[config.mk]
export PLATFORM = sky130hd
export DESIGN_NAME = bpsd_top
export DESIGN_NICKNAME = d
export VERILOG_FILES = /design/src/rtl/bpsd_pkg.sv /design/src/rtl/bpsd_lamp_hold.sv /design/src/rtl/bpsd_top.sv
export SDC_FILE = /design/constraint.sdc
export NUM_CORES = 1
export LEC_CHECK = 0
export ABC_AREA = 1
export BUFFER_PORTS_ARGS = -buffer_cell sky130_fd_sc_hd__buf_2
export CORE_UTILIZATION = 35
export CTS_CLUSTER_DIAMETER = 80
export DETAILED_ROUTE_END_ITERATION = 16
export MAX_ROUTING_LAYER = met4
export SLEW_MARGIN = 15
export SYNTH_ARGS = -nofsm -noshare
export SYNTH_HDL_FRONTEND = slang
export SYNTH_HIERARCHICAL = 1
export SYNTH_SLANG_ARGS = --single-unit
[constraint.sdc]
create_clock -name CLOCK_I -period 6.21 [get_ports CLOCK_I]
set_input_delay 1.242 -clock CLOCK_I [delete_from_list [all_inputs] [get_ports CLOCK_I]]
set_output_delay 1.242 -clock CLOCK_I [all_outputs]
set_load 0.1 [all_outputs]
[src/rtl/bpsd_pkg.sv]
package bpsd_pkg;

  // ----------------------------------------------------------------
  // register offsets and fields
  // ----------------------------------------------------------------
  localparam logic [7:0] CTRL_OFS         = 8'h00;
  localparam logic [7:0] RESULT_OFS       = 8'h04;
  localparam logic [7:0] STATUS_OFS       = 8'h08;
  localparam logic [7:0] LAMPS_OFS        = 8'h0C;
  localparam int         CTRL_RUN_BIT     = 0;
  localparam int         CTRL_USER_BIT    = 1;
  localparam int         CTRL_IDLE_BIT    = 2;
  localparam int         CTRL_RESTART_BIT = 3;
  localparam int         RES_OK_BIT       = 0;
  localparam int         RES_ERR_LSB      = 8;
  localparam int         STAT_ERR_BIT     = 5;
  localparam int         STAT_STATE_LSB   = 6;
  localparam int         STAT_PEND_BIT    = 8;
  localparam logic [2:0] CTRL_RESET       = 3'h0;
  localparam logic [7:0] LAMPS_RESET      = 8'h00;

  // ----------------------------------------------------------------
  // status codes
  // ----------------------------------------------------------------
  localparam logic [4:0] C_RESET       = 5'h00;
  localparam logic [4:0] C_UNUSED      = 5'h01;
  localparam logic [4:0] C_PAGE_ADDR   = 5'h02;
  localparam logic [4:0] C_PAGE_INV    = 5'h03;
  localparam logic [4:0] C_PAGE_ZERO   = 5'h04;
  localparam logic [4:0] C_PAGE_ONE    = 5'h05;
  localparam logic [4:0] C_TAPE_INIT   = 5'h0A;
  localparam logic [4:0] C_NVM_RELOAD  = 5'h0B;
  localparam logic [4:0] C_RECAL       = 5'h0C;
  localparam logic [4:0] C_TAPE_DUMP   = 5'h0D;
  localparam logic [4:0] C_DUMP_SRCH   = 5'h0E;
  localparam logic [4:0] C_DISK_DUMP   = 5'h0F;
  localparam logic [4:0] C_BASE_ADDR   = 5'h10;
  localparam logic [4:0] C_BASE_LAST   = 5'h13;
  localparam logic [4:0] C_EXP_LAST    = 5'h17;
  localparam logic [4:0] C_LOADER_SRCH = 5'h18;
  localparam logic [4:0] C_NVM_RELOAD2 = 5'h19;
  localparam logic [4:0] C_RECAL2      = 5'h1A;
  localparam logic [4:0] C_DISK_SRCH   = 5'h1C;
  localparam logic [4:0] C_LOAD_LDR    = 5'h1E;
  localparam logic [4:0] C_EXEC_LDR    = 5'h1F;

  // ----------------------------------------------------------------
  // error codes for page memory failures
  // ----------------------------------------------------------------
  localparam logic [4:0] E_PAGE_ADDR   = 5'h14;
  localparam logic [4:0] E_PAGE_INV    = 5'h15;
  localparam logic [4:0] E_PAGE_ZERO   = 5'h17;
  localparam logic [4:0] E_PAGE_ONE    = 5'h18;

  // ----------------------------------------------------------------
  // types
  // ----------------------------------------------------------------
  typedef enum logic [1:0] {ST_ENTER, ST_WAIT, ST_HALT, ST_DONE} bpsd_state_type;

  typedef struct packed {
    logic        sel;
    logic        enable;
    logic        write;
    logic [7:0]  addr;
    logic [31:0] wdata;
  } bpsd_apb_req_type;

  typedef struct packed {
    logic       err;
    logic       loader;
    logic       exec;
    logic [4:0] code;
  } bpsd_lamps_type;

endpackage

[src/rtl/bpsd_lamp_hold.sv]
`timescale 1ns/10ps
`default_nettype none
module bpsd_lamp_hold (
  // clock and reset
  input  wire logic                    clock_i,
  input  wire logic                    reset_n_i,
  // new picture
  input  wire logic                    load_i,
  input  wire bpsd_pkg::bpsd_lamps_type lamps_i,
  // lamp drive
  output var  bpsd_pkg::bpsd_lamps_type lamps_o
);

  bpsd_pkg::bpsd_lamps_type s_q;
  bpsd_pkg::bpsd_lamps_type s_d;

  // picture only moves on a load, so a hang leaves the last step lit
  always_comb begin
    s_d = s_q;
    if (load_i) begin
      s_d = lamps_i;
    end
  end

  always_ff @(posedge clock_i) begin
    if (!reset_n_i) begin
      s_q <= bpsd_pkg::LAMPS_RESET;
    end else begin
      s_q <= s_d;
    end
  end

  assign lamps_o = s_q;

endmodule
`default_nettype wire

[src/rtl/bpsd_top.sv]
// The register offsets and register access over APB are this design's own decisions.
`timescale 1ns/10ps
`default_nettype none
module bpsd_top (
  // clock and reset
  input  wire logic        CLOCK_I,
  input  wire logic        RESET_N_I,
  // apb slave
  input  wire logic        PSEL_I,
  input  wire logic        PENABLE_I,
  input  wire logic        PWRITE_I,
  input  wire logic [7:0]  PADDR_I,
  input  wire logic [31:0] PWDATA_I,
  output logic      [31:0] PRDATA_O,
  output logic             PREADY_O,
  output logic             PSLVERR_O,
  // step request to firmware
  output logic             STEP_GO_O,
  output logic      [4:0]  STEP_CODE_O,
  // status lamps
  output logic             ERROR_FLAG_LAMP_O,
  output logic             LOADER_PHASE_LAMP_O,
  output logic             EXEC_SOURCE_LAMP_O,
  output logic      [4:0]  CODE_LAMPS_O
);

  // ----------------------------------------------------------------
  // state
  // ----------------------------------------------------------------
  typedef struct packed {
    bpsd_pkg::bpsd_state_type state;
    logic [4:0]               code;
    logic                     err;
    logic                     go;
    logic [2:0]               ctrl;
    logic                     pready;
    logic                     pslverr;
    logic [31:0]              prdata;
  } bpsd_regs_type;

  localparam bpsd_regs_type S_INIT = '{
    state:   bpsd_pkg::ST_ENTER,
    code:    bpsd_pkg::C_RESET,
    err:     1'b0,
    go:      1'b0,
    ctrl:    bpsd_pkg::CTRL_RESET,
    pready:  1'b0,
    pslverr: 1'b0,
    prdata:  32'h0000_0000
  };

  bpsd_regs_type            s_q;
  bpsd_regs_type            s_d;
  bpsd_pkg::bpsd_apb_req_type req;
  bpsd_pkg::bpsd_lamps_type lamps_nxt;
  bpsd_pkg::bpsd_lamps_type lamps_view;
  logic                     apb_wr;
  logic                     res_wr;
  logic                     res_ok;
  logic                     restart_wr;

  assign req        = '{PSEL_I, PENABLE_I, PWRITE_I, PADDR_I, PWDATA_I};
  assign apb_wr     = req.sel && req.enable && s_q.pready && req.write;
  assign res_wr     = apb_wr && (req.addr == bpsd_pkg::RESULT_OFS);
  assign res_ok     = req.wdata[bpsd_pkg::RES_OK_BIT];
  assign restart_wr = apb_wr && (req.addr == bpsd_pkg::CTRL_OFS)
                      && req.wdata[bpsd_pkg::CTRL_RESTART_BIT];

  // ----------------------------------------------------------------
  // sequence decoding
  // ----------------------------------------------------------------
  function automatic logic [4:0] next_code(input logic [4:0] c, input logic ok);
    logic [4:0] n;
    n = c + 5'h01;
    case (c)
      bpsd_pkg::C_RESET:       n = bpsd_pkg::C_PAGE_ADDR;
      bpsd_pkg::C_TAPE_INIT:   n = ok ? bpsd_pkg::C_TAPE_DUMP
                                      : bpsd_pkg::C_NVM_RELOAD;
      bpsd_pkg::C_NVM_RELOAD:  n = ok ? bpsd_pkg::C_DUMP_SRCH
                                      : bpsd_pkg::C_RECAL;
      bpsd_pkg::C_RECAL:       n = ok ? bpsd_pkg::C_DUMP_SRCH
                                      : bpsd_pkg::C_RECAL;
      bpsd_pkg::C_TAPE_DUMP:   n = bpsd_pkg::C_BASE_ADDR;
      bpsd_pkg::C_DUMP_SRCH:   n = ok ? bpsd_pkg::C_DISK_DUMP
                                      : bpsd_pkg::C_BASE_ADDR;
      bpsd_pkg::C_DISK_DUMP:   n = bpsd_pkg::C_BASE_ADDR;
      bpsd_pkg::C_LOADER_SRCH: n = ok ? bpsd_pkg::C_LOAD_LDR
                                      : bpsd_pkg::C_NVM_RELOAD2;
      bpsd_pkg::C_NVM_RELOAD2: n = ok ? bpsd_pkg::C_DISK_SRCH
                                      : bpsd_pkg::C_RECAL2;
      bpsd_pkg::C_RECAL2:      n = ok ? bpsd_pkg::C_DISK_SRCH
                                      : bpsd_pkg::C_RECAL2;
      bpsd_pkg::C_DISK_SRCH:   n = ok ? bpsd_pkg::C_LOAD_LDR
                                      : bpsd_pkg::C_DISK_SRCH;
      default:                 n = c + 5'h01;
    endcase
    return n;
  endfunction

  // steps whose failure is a branch rather than a halt
  function automatic logic fail_branches(input logic [4:0] c);
    case (c)
      bpsd_pkg::C_TAPE_INIT, bpsd_pkg::C_NVM_RELOAD, bpsd_pkg::C_RECAL,
      bpsd_pkg::C_DUMP_SRCH, bpsd_pkg::C_LOADER_SRCH, bpsd_pkg::C_NVM_RELOAD2,
      bpsd_pkg::C_RECAL2, bpsd_pkg::C_DISK_SRCH: fail_branches = 1'b1;
      default:                                   fail_branches = 1'b0;
    endcase
  endfunction

  // page and base memory tests (up to 13h) map to fixed error codes, others take the firmware's
  function automatic logic [4:0] error_code(input logic [4:0] c, input logic [4:0] sw);
    logic [4:0] e;
    e = sw;
    case (c)
      bpsd_pkg::C_PAGE_ADDR: e = bpsd_pkg::E_PAGE_ADDR;
      bpsd_pkg::C_PAGE_INV:  e = bpsd_pkg::E_PAGE_INV;
      bpsd_pkg::C_PAGE_ZERO: e = bpsd_pkg::E_PAGE_ZERO;
      bpsd_pkg::C_PAGE_ONE:  e = bpsd_pkg::E_PAGE_ONE;
      default: begin
        if (c >= bpsd_pkg::C_BASE_ADDR && c <= bpsd_pkg::C_BASE_LAST) begin
          e = c;
        end
      end
    endcase
    return e;
  endfunction

  // ----------------------------------------------------------------
  // next state
  // ----------------------------------------------------------------
  always_comb begin
    s_d         = s_q;
    s_d.go      = 1'b0;
    s_d.pready  = 1'b0;
    s_d.pslverr = 1'b0;
    s_d.prdata  = 32'h0000_0000;

    // answer one cycle after setup, so pready is a flop
    if (req.sel && !req.enable) begin
      s_d.pready = 1'b1;
      case (req.addr)
        bpsd_pkg::CTRL_OFS:   s_d.prdata[2:0] = s_q.ctrl;
        bpsd_pkg::RESULT_OFS: s_d.prdata = 32'h0000_0000;
        bpsd_pkg::STATUS_OFS: begin
          s_d.prdata[4:0] = s_q.code;
          s_d.prdata[bpsd_pkg::STAT_ERR_BIT] = s_q.err;
          s_d.prdata[bpsd_pkg::STAT_STATE_LSB +: 2] = s_q.state;
          s_d.prdata[bpsd_pkg::STAT_PEND_BIT] = (s_q.state == bpsd_pkg::ST_WAIT);
        end
        bpsd_pkg::LAMPS_OFS:  s_d.prdata[7:0] = lamps_view;
        default:              s_d.pslverr = 1'b1;
      endcase
    end

    if (apb_wr && req.addr == bpsd_pkg::CTRL_OFS) begin
      s_d.ctrl = req.wdata[2:0];
    end

    case (s_q.state)
      bpsd_pkg::ST_ENTER: begin
        s_d.go    = 1'b1;
        s_d.state = bpsd_pkg::ST_WAIT;
      end
      bpsd_pkg::ST_WAIT: begin
        if (res_wr) begin
          if (res_ok || fail_branches(s_q.code)) begin
            if (s_q.code == bpsd_pkg::C_EXEC_LDR) begin
              s_d.state = bpsd_pkg::ST_DONE;
            end else begin
              s_d.code  = next_code(s_q.code, res_ok);
              s_d.state = bpsd_pkg::ST_ENTER;
            end
          end else begin
            s_d.err   = 1'b1;
            s_d.code  = error_code(s_q.code, req.wdata[bpsd_pkg::RES_ERR_LSB +: 5]);
            s_d.state = bpsd_pkg::ST_HALT;
          end
        end
      end
      bpsd_pkg::ST_HALT: s_d.state = bpsd_pkg::ST_HALT;
      bpsd_pkg::ST_DONE: s_d.state = bpsd_pkg::ST_DONE;
      default:           s_d.state = bpsd_pkg::ST_ENTER;
    endcase

    // software restart behaves like a reset of the sequence
    if (restart_wr) begin
      s_d.state = bpsd_pkg::ST_ENTER;
      s_d.code  = bpsd_pkg::C_RESET;
      s_d.err   = 1'b0;
      s_d.go    = 1'b0;
    end
  end

  always_ff @(posedge CLOCK_I) begin
    if (!RESET_N_I) begin
      s_q <= S_INIT;
    end else begin
      s_q <= s_d;
    end
  end

  // ----------------------------------------------------------------
  // lamp picture
  // ----------------------------------------------------------------
  always_comb begin
    lamps_nxt.err  = s_q.err;
    lamps_nxt.code = s_q.code;
    if (s_q.ctrl[bpsd_pkg::CTRL_RUN_BIT]) begin
      lamps_nxt.exec   = s_q.ctrl[bpsd_pkg::CTRL_USER_BIT];
      lamps_nxt.loader = s_q.ctrl[bpsd_pkg::CTRL_IDLE_BIT];
    end else begin
      lamps_nxt.exec   = !(s_q.code == bpsd_pkg::C_EXEC_LDR && !s_q.err);
      lamps_nxt.loader = (s_q.code == bpsd_pkg::C_EXEC_LDR && !s_q.err);
    end
  end

  bpsd_lamp_hold u_lamps (
    .clock_i   (CLOCK_I),
    .reset_n_i (RESET_N_I),
    .load_i    (lamps_nxt != lamps_view),
    .lamps_i   (lamps_nxt),
    .lamps_o   (lamps_view)
  );

  assign ERROR_FLAG_LAMP_O   = lamps_view.err;
  assign LOADER_PHASE_LAMP_O = lamps_view.loader;
  assign EXEC_SOURCE_LAMP_O  = lamps_view.exec;
  assign CODE_LAMPS_O        = lamps_view.code;
  assign STEP_GO_O           = s_q.go;
  assign STEP_CODE_O         = s_q.code;
  assign PRDATA_O            = s_q.prdata;
  assign PREADY_O            = s_q.pready;
  assign PSLVERR_O           = s_q.pslverr;
endmodule
`default_nettype wire
* Word level (Yosys, flattened, before mapping)
Memory sizes are Yosys's and may differ from the RTL's. A register that Yosys moved wholly into a read port is not among the register bits.
Index checks and enable logic that the tools add are counted.
W data, S select, Z words.
** Operators by class
- Add/sub/neg operators :: 1
- Magnitude comparators :: 2
- Eq/ne operators :: 25
- Mux-type cells :: 26
- Bitwise logic cells :: 2
- Reductions and logical operators :: 25
** Operators by type and width (count)
- $pmux W5 S8 :: 1
- $mux W34 :: 1
- $eq A5 B4 Y1 const B :: 6
- $eq A5 B5 Y1 const B :: 5
- $mux W5 :: 5
- $pmux W5 S4 :: 1
- $eq A8 B4 Y1 const B :: 2
- $eq A5 B2 Y1 const B :: 2
- $eq A5 B3 Y1 const B :: 2
- $pmux W5 S2 :: 1
- $logic_and A1 B1 Y1 :: 9
- $mux W3 :: 3
- $pmux W3 S3 :: 1
- $eq A8 B3 Y1 const B :: 1
- $logic_not A8 Y1 :: 1
- $mux W2 :: 4
- $mux W8 :: 1
- $ne A8 B8 Y1 :: 1
- $pmux W2 S4 :: 1
- $reduce_or A2 Y1 :: 4
- $mux W7 :: 1
- $mux W1 :: 6
- $ne A6 B2 Y1 const B :: 1
- $reduce_and A3 Y1 :: 2
- other kinds (14) :: 19
** Storage, ports and cells
- Register bits after elaboration :: 54
- Memory bits (read-only) :: 32
- Input bits :: 45
- Memories kept :: 1
** Memory list
- (name not given) :: words 32, width 1, read ports 1, clocked after memory_dff 1, write ports 0, line bpsd_top.sv:102 : case (c)

* Logic depth before layout (Yosys ltp)
- Depth in word-level cells :: 11
- Mapped depth :: 17
- Gate-level depth less buffers :: 17

* By module
The synthesis kept the hierarchy.
** By module, submodules not included
- bpsd_top :: times used 1, cells an instance 332, area an instance 2088.3 um^2
- bpsd_lamp_hold :: times used 1, cells an instance 51, area an instance 356.6 um^2

* Worst setup path after synthesis
No wires, ideal clock.
- Path type :: input to register
- Start point :: input port PADDR_I[7]
- End point :: register (tool-made name)
- Arrival time :: 2385 ps
- Required time :: 6096 ps
- Slack :: 3711 ps
- Stages :: 12
- Buffers on the path :: 0
- Path through :: nor2_1 nand2_1 inv_1 nand2_1 nor3_2 nand2_2 o21ai_4 inv_2 nand2_1 nand3_1 nand2_1 nor2_1
** RTL lines
- from (decl) :: line bpsd_top.sv:12 : input wire logic [7:0] PADDR_I,

==> results.md <==
* Setup violations, final at 0
* Die height at 85.58 um
* Min-Delay Path Depth at 1
* Synth warn at 6
* CTS tree: done
* Layout area overhead at 7.267%
* Post-synthesis cell type count at 33
* # diodes at 0
* Clock skew at 0.003696 ns
* IO Port Bufs at 46
* Hold_buf cts at 0
* Most common cell after layout, fill and taps aside: nand2_1
* CP Data Required Time at 6.44 ns
* Final GP Congestion at 0.9343
* FF+latch count, synth at 32
* Critical path startpoint category: flip-flop
* Std cell rows at 30
* Final Max Slew Viols at 0
* Worst skew pair latency at 0.29 ns
* EDFF count, synth at 0
* Pwr Density at 287.5 nW/um2
* Measured slew at the worst slew-check pin at 0.6748 ns
* Flop2flop setup slack at 3.25 ns
* Hold Fails Final Rpt at 0
* CTS resizes at 0
* Vias in the first global route at 2025
* Tmin final at 2.959 ns
* Initial DRC Count at 132
* CP endpoint kind: flip-flop
* Crit path kind: reg2reg
* Grt ovf at 0
* Initial antenna violation count at 0
* Hpwl dp at 4313 um
* Initial Util at 36.19%
* Most frequent cells in the layout: 88 x nand2_1, 59 x inv_1, 54 x nor2_1
* First-pass GRT wire length at 9225 um
* RSZ-0062 raised after global routing: false
* Worst slew margin at 54.88%
* DRC Markers at 0
* Post-synthesis sequential area ratio at 26.20%
* CTS buffer count at 5
* Hold_sp: s_q[44]$_SDFFE_PP0P_
* Crit path DAT at 3.19 ns
* CTS root buf: clkbuf_8
* WL per Instance at 11.00 um
* Period utilisation layout at 47.65%
* Via count at 2231
* Top area cells in the synthesized netlist: dfxtp_1 26%, nand2_1 14%, buf_4 11%
* Clk pin slew, worst setup/hold paths at 0.07 ns
* Clk pwr share at 26.6%
* Async SR Flop Fraction at 0%
* P_sw at 0.0003579 W
* H-Tree Depth at 2
* Worst r2r src: STEP_CODE_O[1]$_SDFFE_PP0N_
* Crit path max fanout at 16
* R2r worst-path depth at 12
* Hold endpoint: STEP_GO_O$_SDFF_PP0_
* Vias per cell at 4.498
* VDD IR max at 0.09444 mV
* Outcome: completed
* Worst r2r dst: u_lamps/lamps_o[5]$_SDFFE_PN0P_
* Num Clock Sinks at 32
* Leak at 1.393 nW
* Sequential power share at 31.9%
* Layout cells sized above 1 at 20.67%
* Drt first pass iters at 4
* Synth Flop Type: dfxtp_1
* Largest net degree at the start of global routing at 17
* Core Area at 6756 um2
* Post-CTS Setup Inserts at 0
* Syn Area/Cell at 6.383 um2
* Switching share of power at 47.47%
* Max cap viols at 0
* Post-route ant nets at 0
* Synthesized instance count at 383
* Comb power frac at 41.6%
* Cell taking the most area after synthesis: dfxtp_1
* Die area at 7323 um2
* Io pins at 93
* Achievable frequency at 337.9 MHz
* Clock buffer depth at 2
* GRT Total Usage at 16.39%
* Internal Pwr Total at 0.0003961 W
* Layout Nets at 466
* Die Wd at 85.58 um
* Fin util at 38.81%
* Setup TNS at 0 ns
* Post-Syn Area at 2445 um2
* Routed WL at 5454 um
* Hold Path Class: reg2reg
* Yosys top cell area share at 26.20%
-- through the flow --
stage               hold slack [ns]  std cells  power (W)  setup WS (ns)  area (um2)
CTS                          0.4247        496  0.0007601          3.260        2623
finish                       0.4197        496  0.0007540          3.251        2623
global route                 0.4665        496  0.0007917          2.819        2623
floorplan                    0.3993        405  0.0005463          3.711        2527
detailed placement           0.4114        488  0.0005571          3.283        2511
global placement             0.4171        488  0.0005534          3.355        2511
-- flip-flops by register name (all words and copies together), names as in the netlist, named ones only --
| name | flops |
|---|---|
| PRDATA_O | 9 |
| u_lamps/lamps_o | 8 |
| STEP_CODE_O | 5 |
| s_q | 5 |
| PREADY_O | 1 |
| PSLVERR_O | 1 |
| STEP_GO_O | 1 |
| lamps_nxt | 1 |
-- Yosys cell counts (5+ instances only) --
| library cell | instances |
|---|---|
| inv_1 | 59 |
| nand3_1 | 23 |
| nor2_1 | 54 |
| o21ai_0 | 6 |
| buf_4 | 37 |
| dfxtp_1 | 32 |
| o22ai_1 | 6 |
| nand4_1 | 6 |
| ha_1 | 6 |
| nand2_2 | 12 |
| nand2_1 | 88 |
| nor3_1 | 5 |
| a21oi_1 | 9 |
| inv_2 | 7 |
| nor2_2 | 5 |
-- metal layers --
metal / vias up / share of wire (%) / global-route usage, %
met5: - / 0 / -
met4: 0 / 1.8 / 6.818
met3: 8 / 4.7 / 3.465
met2: 58 / 46 / 25.96
met1: 980 / 47 / 20.30
li1: 1185 / - / -
-- critical path, stage by stage (launching register included) --
cell	delay (ns)
dfxtp_1	0.56
ha_1	0.27
inv_1	0.10
nor2_1	0.18
ha_1	0.21
inv_1	0.07
nor3_1	0.24
a21o_1	0.17
xor2_1	0.15
nand4_1	0.55
nand2_1	0.24
nand2_1	0.07
nor2_1	0.08
-- cells by family after synthesis --
| logic type | after synthesis | share of synthesized area, % |
|---|---|---|
| adders and majority gates | 6 | 3.071 |
| other | 1 | 0.1534 |
| and+or+nand+nor | 202 | 37.26 |
| DFF | 32 | 26.20 |
| xor gates and xnor gates | 3 | 1.075 |
| buffers and inverters | 109 | 24.31 |
| AOI/OAI and AO/OA | 30 | 7.933 |
-- power by group through the flow --
stage | Combinational, W | Sequential, W | Clock [W]
4_1_cts | 0.000312 | 0.000241 | 0.000207
3_5_place_dp | 0.000312 | 0.000245 | 0
5_1_grt | 0.000333 | 0.000243 | 0.000216
6_report | 0.000313 | 0.000240 | 0.000201
3_3_place_gp | 0.000309 | 0.000244 | 0
2_1_floorplan | 0.000187 | 0.000360 | 0
-- final cells by class --
class,instances,area [um2]
well taps,80,100.1
repair buffers,46,230.2
clock buffers,5,68.82
flip-flops and latches,32,640.6
inverters,66,247.7
multi-input cells,264,1292
fillers,743,4134
clock inverters,3,42.54
-- worst max path at each step --
stage | start | end | slack [ns] | depth (start not counted)
after floorplan | PADDR_I[7] | flip-flop | 3.71 | 12
after global placement | STEP_CODE_O[1]$_SDFFE_PP0N_ | u_lamps/lamps_o[6]$_SDFFE_PN0P_ | 3.35 | 12
after detailed placement | STEP_CODE_O[1]$_SDFFE_PP0N_ | u_lamps/lamps_o[0]$_SDFFE_PN0P_ | 3.28 | 12
after CTS | STEP_CODE_O[1]$_SDFFE_PP0N_ | u_lamps/lamps_o[0]$_SDFFE_PN0P_ | 3.26 | 12
after global routing | STEP_CODE_O[1]$_SDFFE_PP0N_ | u_lamps/lamps_o[5]$_SDFFE_PN0P_ | 2.82 | 12
final | STEP_CODE_O[1]$_SDFFE_PP0N_ | u_lamps/lamps_o[5]$_SDFFE_PN0P_ | 3.25 | 12
No activity file was read; power rests on OpenSTA's default activity.
